==> config.mk <==
export PLATFORM = sky130hd
export DESIGN_NAME = uir_repeater
export DESIGN_NICKNAME = d
export VERILOG_FILES = /design/src/shared/uir_pkg.sv /design/src/logic/uir_repeater.sv
export SDC_FILE = /design/constraint.sdc
export NUM_CORES = 1
export LEC_CHECK = 0
export ABC_AREA = 1
export BUFFER_PORTS_ARGS = -buffer_cell sky130_fd_sc_hd__buf_2
export CORE_ASPECT_RATIO = 1.25
export CORE_UTILIZATION = 33
export CTS_CLUSTER_SIZE = 10
export DETAILED_ROUTE_END_ITERATION = 8
export PLACE_DENSITY = 0.49
export SLEW_MARGIN = 20
export SYNTH_ARGS = -nofsm -noshare
export SYNTH_HDL_FRONTEND = slang
export SYNTH_HIERARCHICAL = 1
export SYNTH_SLANG_ARGS = --single-unit
==> constraint.sdc <==
create_clock -name clk_sys_in -period 3 [get_ports clk_sys_in]
set_input_delay 0.9 -clock clk_sys_in [delete_from_list [all_inputs] [get_ports clk_sys_in]]
set_output_delay 0.9 -clock clk_sys_in [all_outputs]
set_load 0.01 [all_outputs]
==> src/shared/uir_pkg.sv <==
/*
 * uir_pkg: shared constants and carriers for the isolated repeater.
 * assumes a 250 MHz system clock and straps that stay fixed in use.
 */
package uir_pkg;

  // ************************************************************
  // timing
  // ************************************************************
  localparam int CLK_MHZ = 250;
  localparam int FS_BIT_NS_X10 = 833;
  localparam int LS_BIT_NS_X10 = 6667;
  localparam int FS_BIT_CYC = (FS_BIT_NS_X10 * CLK_MHZ) / 10000;
  localparam int LS_BIT_CYC = (LS_BIT_NS_X10 * CLK_MHZ) / 10000;
  localparam int PWR_LOSS_BITS = 32;
  localparam int REFRESH_BITS = 12;
  localparam int WATCHDOG_BITS = 36;
  localparam int IDLE_END_BITS = 7;
  localparam int EOP_SE0_MIN_BITS = 1;
  localparam int FWD_DELAY_CYC = 8;
  localparam int FIFO_DEPTH = 32;

  localparam logic [1:0] SYM_SE0 = 2'h0;
  localparam logic [1:0] SYM_J = 2'h1;
  localparam logic [1:0] SYM_K = 2'h2;

  typedef struct packed {
    logic dp;
    logic dm;
  } uir_line_t;

  typedef struct packed {
    logic [1:0] sym;
  } uir_word_t;

  typedef enum logic [1:0] {
    ST_IDLE = 2'h0,
    ST_UP2DN = 2'h1,
    ST_DN2UP = 2'h2,
    ST_DRAIN = 2'h3
  } uir_state_t;

endpackage

==> src/logic/uir_repeater.sv <==
/*
 * uir_repeater: direction-sensing repeater logic and its line fifo.
 * assumes the line inputs are asynchronous and that both speed straps
 * are tied to the same level by the board.
 */
`timescale 1ns/1ps

// ************************************************************
// fifo
// ************************************************************
module uir_fifo #(
  parameter int WIDTH = 2,
  parameter int DEPTH = 32
) (
  input wire logic clk_sys_in,
  input wire logic resetn_in,
  input wire logic flush_in,
  input wire logic in_valid_in,
  output logic in_ready_out,
  input wire logic [WIDTH-1:0] in_data_in,
  output logic out_valid_out,
  input wire logic out_ready_in,
  output logic [WIDTH-1:0] out_data_out
);
  localparam int AW = $clog2(DEPTH);
  typedef struct packed {
    logic [AW-1:0] wp;
    logic [AW-1:0] rp;
    logic [AW:0] cnt;
  } uir_fifo_st_t;
  uir_fifo_st_t st_r, st_nxt;
  logic [WIDTH-1:0] mem_r [DEPTH];
  logic push, pop;

  assign in_ready_out = (st_r.cnt != DEPTH[AW:0]);
  assign out_valid_out = (st_r.cnt != '0);
  assign push = in_valid_in && in_ready_out;
  assign pop = out_valid_out && out_ready_in;
  assign out_data_out = mem_r[st_r.rp];

  always_comb begin
    st_nxt = st_r;
    if (flush_in) begin
      st_nxt = '0;
    end else begin
      if (push) st_nxt.wp = st_r.wp + 1'b1;
      if (pop) st_nxt.rp = st_r.rp + 1'b1;
      if (push && !pop) st_nxt.cnt = st_r.cnt + 1'b1;
      if (pop && !push) st_nxt.cnt = st_r.cnt - 1'b1;
    end
  end

  always_ff @(posedge clk_sys_in) begin
    if (push) mem_r[st_r.wp] <= in_data_in;
  end

  always_ff @(posedge clk_sys_in or negedge resetn_in) begin
    if (!resetn_in) st_r <= '0;
    else st_r <= st_nxt;
  end
endmodule

// ************************************************************
// repeater
// ************************************************************
// What this block does
// - downstream speed strap picks full or low speed timing and J/K sense.
// - pull-up enable input switches the upstream pull-up resistor.
// - pull-up enable low keeps all drivers off and upstream detached.
// - upstream power loss releases downstream drivers within 32 bit times.
// - downstream drivers come up released after power-up.
// - downstream power loss drops pull-up and upstream drivers in 32 bits.
// - idle side that first leaves J sets the direction toward the other.
// - forward until EOP or long idle, then release and watch both again.
// - receiving side stays released, the driven side's inputs ignored meanwhile.
// - only J, K or SE0 are ever reproduced, never SE1; any SE0 that outlasts the input filter is passed on.
// - receiver threshold glitches are filtered before symbol decision.
// - output follows input with a constant delay keeping bit timing.
// - traffic passes unchanged apart from filtered glitches and SE1, which goes out as J.
// - refresh state after 12 quiet bits; default after 36 silent bits.
// - pull-down keep strap sampled once after reset release.
module uir_repeater (
  input wire logic clk_sys_in,
  input wire logic resetn_in,
  input wire uir_pkg::uir_line_t upstream_line_in,
  output uir_pkg::uir_line_t upstream_line_out,
  output logic upstream_line_oe_out,
  input wire uir_pkg::uir_line_t downstream_line_in,
  output uir_pkg::uir_line_t downstream_line_out,
  output logic downstream_line_oe_out,
  input wire logic upstream_speed_select_in,
  input wire logic downstream_speed_select_in,
  input wire logic pullup_enable_in,
  input wire logic upstream_powered_in,
  input wire logic downstream_powered_in,
  input wire logic pulldown_keep_strap_in,
  output logic upstream_pullup_dp_out,
  output logic upstream_pullup_dm_out,
  output logic downstream_pulldown_out,
  output logic [1:0] state_out
);
  import uir_pkg::*;

  localparam int CW = 16;

  typedef struct packed {
    logic [2:0] s_udp, s_udm, s_ddp, s_ddm, s_pin, s_upw, s_dpw;
    logic [1:0] s_spd, s_pdk;
    logic [1:0] up_sym, dn_sym;
    logic [1:0] up_cand, dn_cand;
    logic [3:0] up_flt, dn_flt;
    uir_state_t state;
    logic [CW-1:0] bit_cnt;
    logic [7:0] quiet_bits;
    logic [7:0] silent_bits;
    logic [7:0] up_loss_bits;
    logic [7:0] dn_loss_bits;
    logic [7:0] se0_bits;
    logic [3:0] dly;
    logic [1:0] out_sym;
    logic out_oe;
    logic pdk_done;
    logic pdk;
    logic to_up;
    logic [3:0] settle;
    logic pin_lvl, upw_lvl, dpw_lvl;
  } uir_st_t;
  uir_st_t st_r, st_nxt;

  logic fs, pin_ok, up_pw, dn_pw, dn_to_up;
  logic [1:0] up_raw, dn_raw, src_sym, fifo_sym;
  logic [CW-1:0] bit_cyc;
  logic fifo_in_ready, fifo_out_valid, fifo_pop, fifo_flush, fifo_push;

  assign fs = st_r.s_spd[1];
  // slow pins, agreed levels only
  assign pin_ok = st_r.pin_lvl;
  assign up_pw = st_r.upw_lvl;
  assign dn_pw = st_r.dpw_lvl;
  assign bit_cyc = fs ? CW'(FS_BIT_CYC) : CW'(LS_BIT_CYC);
  assign dn_to_up = (st_r.state == ST_DN2UP);

  function automatic logic [1:0] decode(input logic dp, input logic dm,
                                        input logic full);
    logic [1:0] s;
    s = SYM_SE0;
    if (dp && !dm) s = full ? SYM_J : SYM_K;
    else if (!dp && dm) s = full ? SYM_K : SYM_J;
    else if (dp && dm) s = SYM_J;
    return s;
  endfunction

  assign up_raw = decode(st_r.s_udp[2], st_r.s_udm[2], fs);
  assign dn_raw = decode(st_r.s_ddp[2], st_r.s_ddm[2], fs);
  assign src_sym = dn_to_up ? st_r.dn_sym : st_r.up_sym;
  // idle empties the fifo so each packet starts aligned
  assign fifo_flush = (st_r.state == ST_IDLE);
  assign fifo_pop = fifo_out_valid && (st_r.dly == 4'(FWD_DELAY_CYC));
  assign fifo_push = (st_r.state == ST_UP2DN) || dn_to_up;

  uir_fifo #(.WIDTH(2), .DEPTH(FIFO_DEPTH)) u_fifo (
    .clk_sys_in(clk_sys_in),
    .resetn_in(resetn_in),
    .flush_in(fifo_flush),
    .in_valid_in(fifo_push),
    .in_ready_out(fifo_in_ready),
    .in_data_in(src_sym),
    .out_valid_out(fifo_out_valid),
    .out_ready_in(fifo_pop),
    .out_data_out(fifo_sym)
  );

  always_comb begin
    st_nxt = st_r;
    st_nxt.s_udp = {st_r.s_udp[1:0], upstream_line_in.dp};
    st_nxt.s_udm = {st_r.s_udm[1:0], upstream_line_in.dm};
    st_nxt.s_ddp = {st_r.s_ddp[1:0], downstream_line_in.dp};
    st_nxt.s_ddm = {st_r.s_ddm[1:0], downstream_line_in.dm};
    st_nxt.s_pin = {st_r.s_pin[1:0], pullup_enable_in};
    st_nxt.s_upw = {st_r.s_upw[1:0], upstream_powered_in};
    st_nxt.s_dpw = {st_r.s_dpw[1:0], downstream_powered_in};
    st_nxt.s_spd = {st_r.s_spd[0], downstream_speed_select_in};
    st_nxt.s_pdk = {st_r.s_pdk[0], pulldown_keep_strap_in};

    // slow pins change once second and third stage agree
    if (st_r.s_pin[1] == st_r.s_pin[2]) st_nxt.pin_lvl = st_r.s_pin[2];
    if (st_r.s_upw[1] == st_r.s_upw[2]) st_nxt.upw_lvl = st_r.s_upw[2];
    if (st_r.s_dpw[1] == st_r.s_dpw[2]) st_nxt.dpw_lvl = st_r.s_dpw[2];

    if (up_raw != st_r.up_cand) begin
      st_nxt.up_cand = up_raw;
      st_nxt.up_flt = '0;
    end else if (st_r.up_flt != 4'h3) begin
      st_nxt.up_flt = st_r.up_flt + 4'h1;
    end else begin
      st_nxt.up_sym = st_r.up_cand;
    end
    if (dn_raw != st_r.dn_cand) begin
      st_nxt.dn_cand = dn_raw;
      st_nxt.dn_flt = '0;
    end else if (st_r.dn_flt != 4'h3) begin
      st_nxt.dn_flt = st_r.dn_flt + 4'h1;
    end else begin
      st_nxt.dn_sym = st_r.dn_cand;
    end

    st_nxt.bit_cnt = (st_r.bit_cnt >= bit_cyc - 1'b1) ? '0 :
                     st_r.bit_cnt + 1'b1;

    if (up_pw) st_nxt.up_loss_bits = '0;
    else if (st_r.bit_cnt == '0 && st_r.up_loss_bits != 8'hFF)
      st_nxt.up_loss_bits = st_r.up_loss_bits + 8'h1;
    if (dn_pw) st_nxt.dn_loss_bits = '0;
    else if (st_r.bit_cnt == '0 && st_r.dn_loss_bits != 8'hFF)
      st_nxt.dn_loss_bits = st_r.dn_loss_bits + 8'h1;

    // quiet and silence counters
    // idle J only: data edges restart the count
    if (src_sym != SYM_J) st_nxt.silent_bits = '0;
    else if (st_r.bit_cnt == '0 && st_r.silent_bits != 8'hFF)
      st_nxt.silent_bits = st_r.silent_bits + 8'h1;
    if (st_r.quiet_bits >= 8'(REFRESH_BITS)) st_nxt.quiet_bits = '0;
    else if (st_r.bit_cnt == '0)
      st_nxt.quiet_bits = st_r.quiet_bits + 8'h1;

    if (st_r.dly != 4'(FWD_DELAY_CYC)) st_nxt.dly = st_r.dly + 4'h1;
    if (fifo_pop) st_nxt.out_sym = fifo_sym;
    if (st_r.quiet_bits >= 8'(REFRESH_BITS) && !fifo_out_valid)
      st_nxt.out_sym = st_r.out_sym;

    case (st_r.state)
      ST_IDLE: begin
        st_nxt.out_oe = 1'b0;
        st_nxt.dly = '0;
        st_nxt.se0_bits = '0;
        st_nxt.silent_bits = '0;
        st_nxt.out_sym = SYM_J;
        st_nxt.settle = '0;
        if (pin_ok && up_pw && dn_pw) begin
          if (st_r.up_sym != SYM_J) begin
            st_nxt.state = ST_UP2DN;
            st_nxt.to_up = 1'b0;
          end else if (st_r.dn_sym != SYM_J) begin
            st_nxt.state = ST_DN2UP;
            st_nxt.to_up = 1'b1;
          end
        end
      end
      ST_UP2DN, ST_DN2UP: begin
        if (fifo_pop) st_nxt.out_oe = 1'b1;
        if (src_sym == SYM_SE0) begin
          if (st_r.bit_cnt == '0 && st_r.se0_bits != 8'hFF)
            st_nxt.se0_bits = st_r.se0_bits + 8'h1;
        end else begin
          st_nxt.se0_bits = '0;
          if (src_sym == SYM_J &&
              st_r.se0_bits >= 8'(EOP_SE0_MIN_BITS))
            st_nxt.state = ST_DRAIN;
        end
        if (st_r.silent_bits >= 8'(IDLE_END_BITS) ||
            st_r.silent_bits >= 8'(WATCHDOG_BITS) ||
            !fifo_in_ready)
          st_nxt.state = ST_DRAIN;
      end
      ST_DRAIN: begin
        // hold J until our own echo has left the input filters
        if (fifo_out_valid) begin
          st_nxt.settle = '0;
        end else if (st_r.settle != 4'hF) begin
          st_nxt.settle = st_r.settle + 4'h1;
        end else begin
          st_nxt.state = ST_IDLE;
        end
      end
      default: st_nxt.state = ST_IDLE;
    endcase

    if (!pin_ok || !up_pw || !dn_pw ||
        st_r.up_loss_bits >= 8'(PWR_LOSS_BITS) ||
        st_r.dn_loss_bits >= 8'(PWR_LOSS_BITS)) begin
      st_nxt.state = ST_IDLE;
      st_nxt.out_oe = 1'b0;
    end

    // strap caught once
    // wait until the strap has passed its synchroniser
    if (!st_r.pdk_done && st_r.bit_cnt == CW'(4'h2)) begin
      st_nxt.pdk_done = 1'b1;
      st_nxt.pdk = st_r.s_pdk[1];
    end
  end

  always_ff @(posedge clk_sys_in or negedge resetn_in) begin
    if (!resetn_in) begin
      // lines read as idle J until the filters have real samples
      st_r <= '0;
      st_r.up_sym <= SYM_J;
      st_r.up_cand <= SYM_J;
      st_r.dn_sym <= SYM_J;
      st_r.dn_cand <= SYM_J;
    end else begin
      st_r <= st_nxt;
    end
  end

  function automatic uir_line_t encode(input logic [1:0] s,
                                       input logic full);
    uir_line_t l;
    l = '0;
    if (s == SYM_J) l = full ? 2'b10 : 2'b01;
    else if (s == SYM_K) l = full ? 2'b01 : 2'b10;
    return l;
  endfunction

  assign upstream_line_out = encode(st_r.out_sym, fs);
  assign downstream_line_out = encode(st_r.out_sym, fs);
  // released from reset
  // direction is held through the drain so the tail is not cut
  assign upstream_line_oe_out = st_r.out_oe && st_r.to_up && dn_pw &&
                                (st_r.state != ST_IDLE);
  assign downstream_line_oe_out = st_r.out_oe && !st_r.to_up && up_pw &&
                                  (st_r.state != ST_IDLE);
  // pull-up dropped on downstream power loss
  // one bit early covers the synchroniser lag
  assign upstream_pullup_dp_out = pin_ok && fs &&
                                  (st_r.dn_loss_bits < 8'(PWR_LOSS_BITS - 1));
  assign upstream_pullup_dm_out = pin_ok && !fs &&
                                  (st_r.dn_loss_bits < 8'(PWR_LOSS_BITS - 1));
  assign downstream_pulldown_out = st_r.pdk || !st_r.pdk_done;
  assign state_out = st_r.state;
endmodule

-- After elaboration in Yosys (flattened, before gate mapping)
Memories as Yosys holds them, arrays and structs flattened.
Cells that the tools add are included.
- flip-flop bits (word level): 132
- memories kept: 1
- RAM bits: 64
- output and inout bits: 11
- add/subtract/negate cells: 15
- magnitude comparators: 8
- mux-type cells: 58
- equality and inequality tests: 35
- bitwise gates (word level): 4
- reduce and logical (&&, ||, !) cells: 81
- memories (name ; words ; bits a word ; read ports ; clocked after memory_dff ; write ports ; line ; text):
    u_fifo.mem_r ; 32 ; 2 ; 1 ; 0 ; 1 ; uir_repeater.sv:32 ; logic [WIDTH-1:0] mem_r [DEPTH];
- operator list (cell ; count):
    $mux 8 ; 12
    $add 8x1->8 const B ; 5
    $mux 2 ; 20
    $mux 16 ; 2
    $ne 8x8->1 const B ; 4
    $logic_and 1x1->1 ; 30
    $mux 4 ; 7
    $reduce_bool 2->1 ; 13
    $ge 8x6->1 const B ; 3
    $mux 6 ; 3
    $add 16x1->16 const B ; 1
    $add 4x1->4 const B ; 4
    $eq 16x2->1 const B ; 1
    $ge 16x16->1 ; 1
    $logic_not 16->1 ; 1
    $ne 4x4->1 const B ; 4
    $pmux 8 s2 ; 1
    $logic_not 1->1 ; 14
    $ne 3x3->1 const B ; 4
    $reduce_and 2->1 ; 6
    $add 5x1->5 const B ; 2
    $mux 5 ; 2
    $reduce_bool 3->1 ; 3
    $sub 8x1->9 const B ; 1
    29 further kinds ; 57

-- Longest topological paths before layout
- depth after elaboration: 9
- depth in mapped cells: 20
- mapped depth without buffers: 20

-- Hierarchy
The synthesis kept the hierarchy.
- modules (own cells, without submodules) (module ; cells each ; sequential area each (µm²) ; area an instance (µm²) ; times used):
    uir_repeater ; 658 ; 2707.6 ; 5664.2 ; 1
    uir_fifo ; 357 ; 2322.2 ; 3728.6 ; 1

-- Worst setup path after synthesis
Ideal clock, no wire load.
- path kind: register to output
- start point: register st_r (netlist bit state_out[0])
- end point: output port downstream_line_oe_out
- buffers on the path: 2
- required time: 2100 ps
- arrival: 1585 ps
- stages on the path, launching flop included: 6
- slack: 515 ps
- path through: dfrtp_1 > inv_1 > ha_1 > buf_4 > clkbuf_1 > nor4_1
- longest elaborated chain between the ends: 2
- ends and longest elaborated chain (what ; line ; text):
    from (decl) ; uir_repeater.sv:128 ; uir_st_t st_r, st_nxt;
    from (signal assigned) ; uir_repeater.sv:302 ; st_r <= st_nxt;
    $reduce_bool 2->1 ; uir_repeater.sv:322 ; (st_r.state != ST_IDLE);
    $logic_and 1x1->1 ; uir_repeater.sv:321 ; assign downstream_line_oe_out = st_r.out_oe && !st_r.to_up && up_pw &&
    to (decl) ; uir_repeater.sv:90 ; output logic downstream_line_oe_out,
Every way passes these cells.

-- Worst setup path in the final report
- start point: register st_r (netlist bit state_out[0])
- end point: output port upstream_line_oe_out
- longest elaborated chain between the ends: 2
- ends and longest elaborated chain (what ; line ; text):
    $reduce_bool 2->1 ; uir_repeater.sv:320 ; (st_r.state != ST_IDLE);
    $logic_and 1x1->1 ; uir_repeater.sv:319 ; assign upstream_line_oe_out = st_r.out_oe && st_r.to_up && dn_pw &&
    to (decl) ; uir_repeater.sv:87 ; output logic upstream_line_oe_out,
Every way passes these cells.

==> impl_results.md <==
- Status: finished clean
- Endpoint arrival time on the critical path: 1.74 ns
- Shortest period the worst path allows: 2.64 ns
- Number of placed instances, taps included: 1382
- Mapped Area: 9390 µm²
- Nature of the critical path endpoint: output pin
- Placer Congestion: 0.761
- Detailed-routing iteration count for the pre-antenna-repair pass: 4
- Final HPWL from detailed placement: 13600 µm
- Total of buffers placed on input and output ports: 21
- Final number of setup-violating endpoints: 0
- Number of violations of the max-capacitance limit: 0
- Unrepaired setup endpoints after global routing: no
- Count of synthesis-stage warnings from yosys: 6
- Die extent in y: 191 µm
- DRC violations left: 0
- Hold Startpoint: st_nxt[94]
- Setup WS pre-CTS: 0.442 ns
- Deepest clock path buffer count: 2
- Post-CTS Setup Bufs: 0
- Antenna Diode Count: 0
- Depth of the CTS H-tree: 4
- Avg WL per Cell: 13.8 µm
- Post-Layout Inst Area: 10600 µm²
- Cell area reported after detailed placement: 9960 µm²
- EDFF count, synth: 64
- Vias: 6737
- Die Footprint: 29100 µm²
- Worst slew pin tran: 0.976 ns
- Max Clk Rate: 0.379 GHz
- Growth of design area from synthesis to finish: 12.6%
- Static Leakage: 0.00461 µW
- Setup crit start: state_out[0]
- Final number of max-transition violations: 0
- Global router's overall resource usage: 14.3%
- Clock Sinks: 188
- Setup skew after layout: 0.0164 ns
- Number of failing hold endpoints at the final stage: 0
- Average cell area after synthesis: 9.25 µm²
- Smallest setup slack after layout: 0.364 ns
- Pwr Density: 593 nW/µm²
- Share of post-route cells with drive strength above 1: 13.0%
- Post-layout net count: 1096
- Nature of the critical path startpoint: flop
- I/O pin cnt: 23
- Start-to-end type of the worst setup path: flop to output pin
- Classification of the worst-slack hold path: flop to flop
- Vias in the first global route: 6613
- Distinct cell type count after synthesis: 49
- Area share of the largest cell type after synthesis: 32.0%
- Proportion of register bits with asynchronous set or reset after synthesis: 66.0%
- Number of cells produced by synthesis: 1015
- Critical register-to-register path startpoint: st_r[13]
- Max VDD drop: 0.430 mV
- Number of antenna violations at the first check in global routing: 0
- Starting density of the core: 33.8%
- Library cell occupying the most area in the post-synthesis netlist: sky130_fd_sc_hd__dfrtp_1
- Required arrival time at the worst endpoint: 2.10 ns
- Number of violations reported at the end of detailed-routing iteration 0: 302
- Worst hold-check slack: 0.352 ns
- Antenna-violating nets left: 0
- Top FF cell, synth: sky130_fd_sc_hd__dfrtp_1
- CTS resizes: 0
- Slew margin rel.: 34.9%
- Row count: 68
- Clock slew at reported path FFs: 0.08 ns
- Number of cells in the finished layout apart from fillers: 1414
- Clk_lat worst skew: 0.44 ns
- Master cell of the clock root buffer: sky130_fd_sc_hd__clkbuf_16
- Top cells by area in the synthesized netlist: sky130_fd_sc_hd__dfrtp_1 (32%), sky130_fd_sc_hd__edfxtp_1 (20%), sky130_fd_sc_hd__nand2_1 (7.7%)
- Area of the core: 27800 µm²
- Highest net fanout along the worst path: 22
- First-pass GRT wire length: 32800 µm
- Number of buffers inserted by hold repair at cts: 0
- Die X: 153 µm
- Summed negative setup slack over all endpoints: 0 ns
- Part of the Yosys area used for sequential elements: 53.6%
- CTS Buf Count: 17
- Pin count of the biggest net entering global routing: 52
- Clock tree from TritonCTS: built
- Register bit count reported by yosys: 188
- Tcrit/Tclk final: 87.9%
- Global route total overflow: 0
- Detailed-route vias per instance: 4.76
- Total Wirelength: 19500 µm
==> final cells by class <==
class	count	area, µm²
Clock buffer	17	425
Clock inverter	15	195
Fill cell	2791	17200
Inverter	106	418
Multi-Input combinational cell	707	3860
Sequential cell	188	5030
Tap cell	350	438
Timing Repair Buffer	31	211
==> cell usage after synthesis, drive strengths merged (3+ instances only) <==
library cell  number
nor2             160
a21oi             16
edfxtp            64
o22ai             12
inv              104
buf               10
a211oi             3
dfstp              4
o221ai             6
o21ai             72
xnor2              8
maj3               3
dfrtp            120
nand4             19
nand3             96
xor2              21
clkbuf            10
nand2            213
ha                33
nor3              23
==> final timing paths <==
check	endpoint	slack, ns	depth (start not counted)
setup / recovery	upstream_line_oe_out	0.36	5
hold / removal	fs	0.35	0
setup reg to reg	u_fifo/st_r[5]	0.45	16
hold reg to reg	fs	0.35	0
max in group asynchronous	st_r[109]	1.98	2
min in group asynchronous	st_nxt[99]	0.36	1
==> cell usage in the layout, fill, tap and decap left out, types with 3 or more instances in the layout <==
master                        n
sky130_fd_sc_hd__nand2_1    193
sky130_fd_sc_hd__nor2_1     146
sky130_fd_sc_hd__dfrtp_1    120
sky130_fd_sc_hd__inv_1       89
sky130_fd_sc_hd__nand3_1     86
sky130_fd_sc_hd__edfxtp_1    64
sky130_fd_sc_hd__o21ai_0     55
sky130_fd_sc_hd__ha_1        33
sky130_fd_sc_hd__nor3_1      22
sky130_fd_sc_hd__xor2_1      21
sky130_fd_sc_hd__buf_2       20
sky130_fd_sc_hd__nand4_1     18
sky130_fd_sc_hd__clkbuf_16   17
sky130_fd_sc_hd__a21oi_1     16
sky130_fd_sc_hd__inv_2       13
sky130_fd_sc_hd__nand2_4     12
sky130_fd_sc_hd__o22ai_1     12
sky130_fd_sc_hd__o21ai_1     11
sky130_fd_sc_hd__nand3_2     10
sky130_fd_sc_hd__xnor2_1      8
sky130_fd_sc_hd__buf_4        8
sky130_fd_sc_hd__nor2_2       7
sky130_fd_sc_hd__conb_1       7
sky130_fd_sc_hd__o21ai_2      6
sky130_fd_sc_hd__nand2_2      6
sky130_fd_sc_hd__o221ai_1     6
sky130_fd_sc_hd__nor2_4       5
sky130_fd_sc_hd__clkinv_8     5
sky130_fd_sc_hd__inv_6        5
sky130_fd_sc_hd__inv_12       4
sky130_fd_sc_hd__dfstp_2      4
sky130_fd_sc_hd__maj3_1       3
sky130_fd_sc_hd__a211oi_1     3
==> kinds of logic after synthesis <==
logic type	count (synthesis)	synth area share, %
simple gates	519	26.2
flops	188	53.5
buf+inv	126	5.61
compound gates	116	7.17
fa+ha+maj	36	4.72
xor+xnor	29	2.70
other cells	1	0.0399
==> state kept, by name (all words and copies together), names as in the netlist <==
register / cells
st_r: 86
u_fifo/mem_r: 64
st_nxt: 16
u_fifo/st_r: 16
state_out: 2
dn_pw: 1
fs: 1
pin_ok: 1
up_pw: 1
==> worst max-delay path, stage by stage, from the launching register on <==
cell	delay (ns)
sky130_fd_sc_hd__dfrtp_1	0.42
sky130_fd_sc_hd__inv_1	0.09
sky130_fd_sc_hd__ha_1	0.17
sky130_fd_sc_hd__buf_4	0.34
sky130_fd_sc_hd__nor2_1	0.12
sky130_fd_sc_hd__buf_2	0.16
==> layer usage <==
layer,GRT usage [%],vias to the layer above,share of wire [%]
li1,-,3440,-
met1,16.8,3230,44
met2,26.8,54,53
met3,2.59,13,2.1
met4,3.57,0,0.90
met5,0,-,0
==> power breakdown <==
| group | internal, µW | switching, µW |
|---|---|---|
| clock network | 1160 | 1170 |
| logic | 257 | 719 |
| registers | 2880 | 96.4 |
| total | 4290 | 1980 |
==> per-stage QoR <==
| stage | total power (µW) | util [%] |
|---|---|---|
| 4_1_cts | 6390 | 38.0 |
| 3_3_place_gp | 4030 | 35.8 |
| 6_report | 6270 | 38.0 |
| 2_1_floorplan | 3680 | - |
| 3_5_place_dp | 4030 | 35.8 |
| 5_1_grt | 6610 | 38.0 |
No activity file was read; power rests on OpenSTA's default activity.
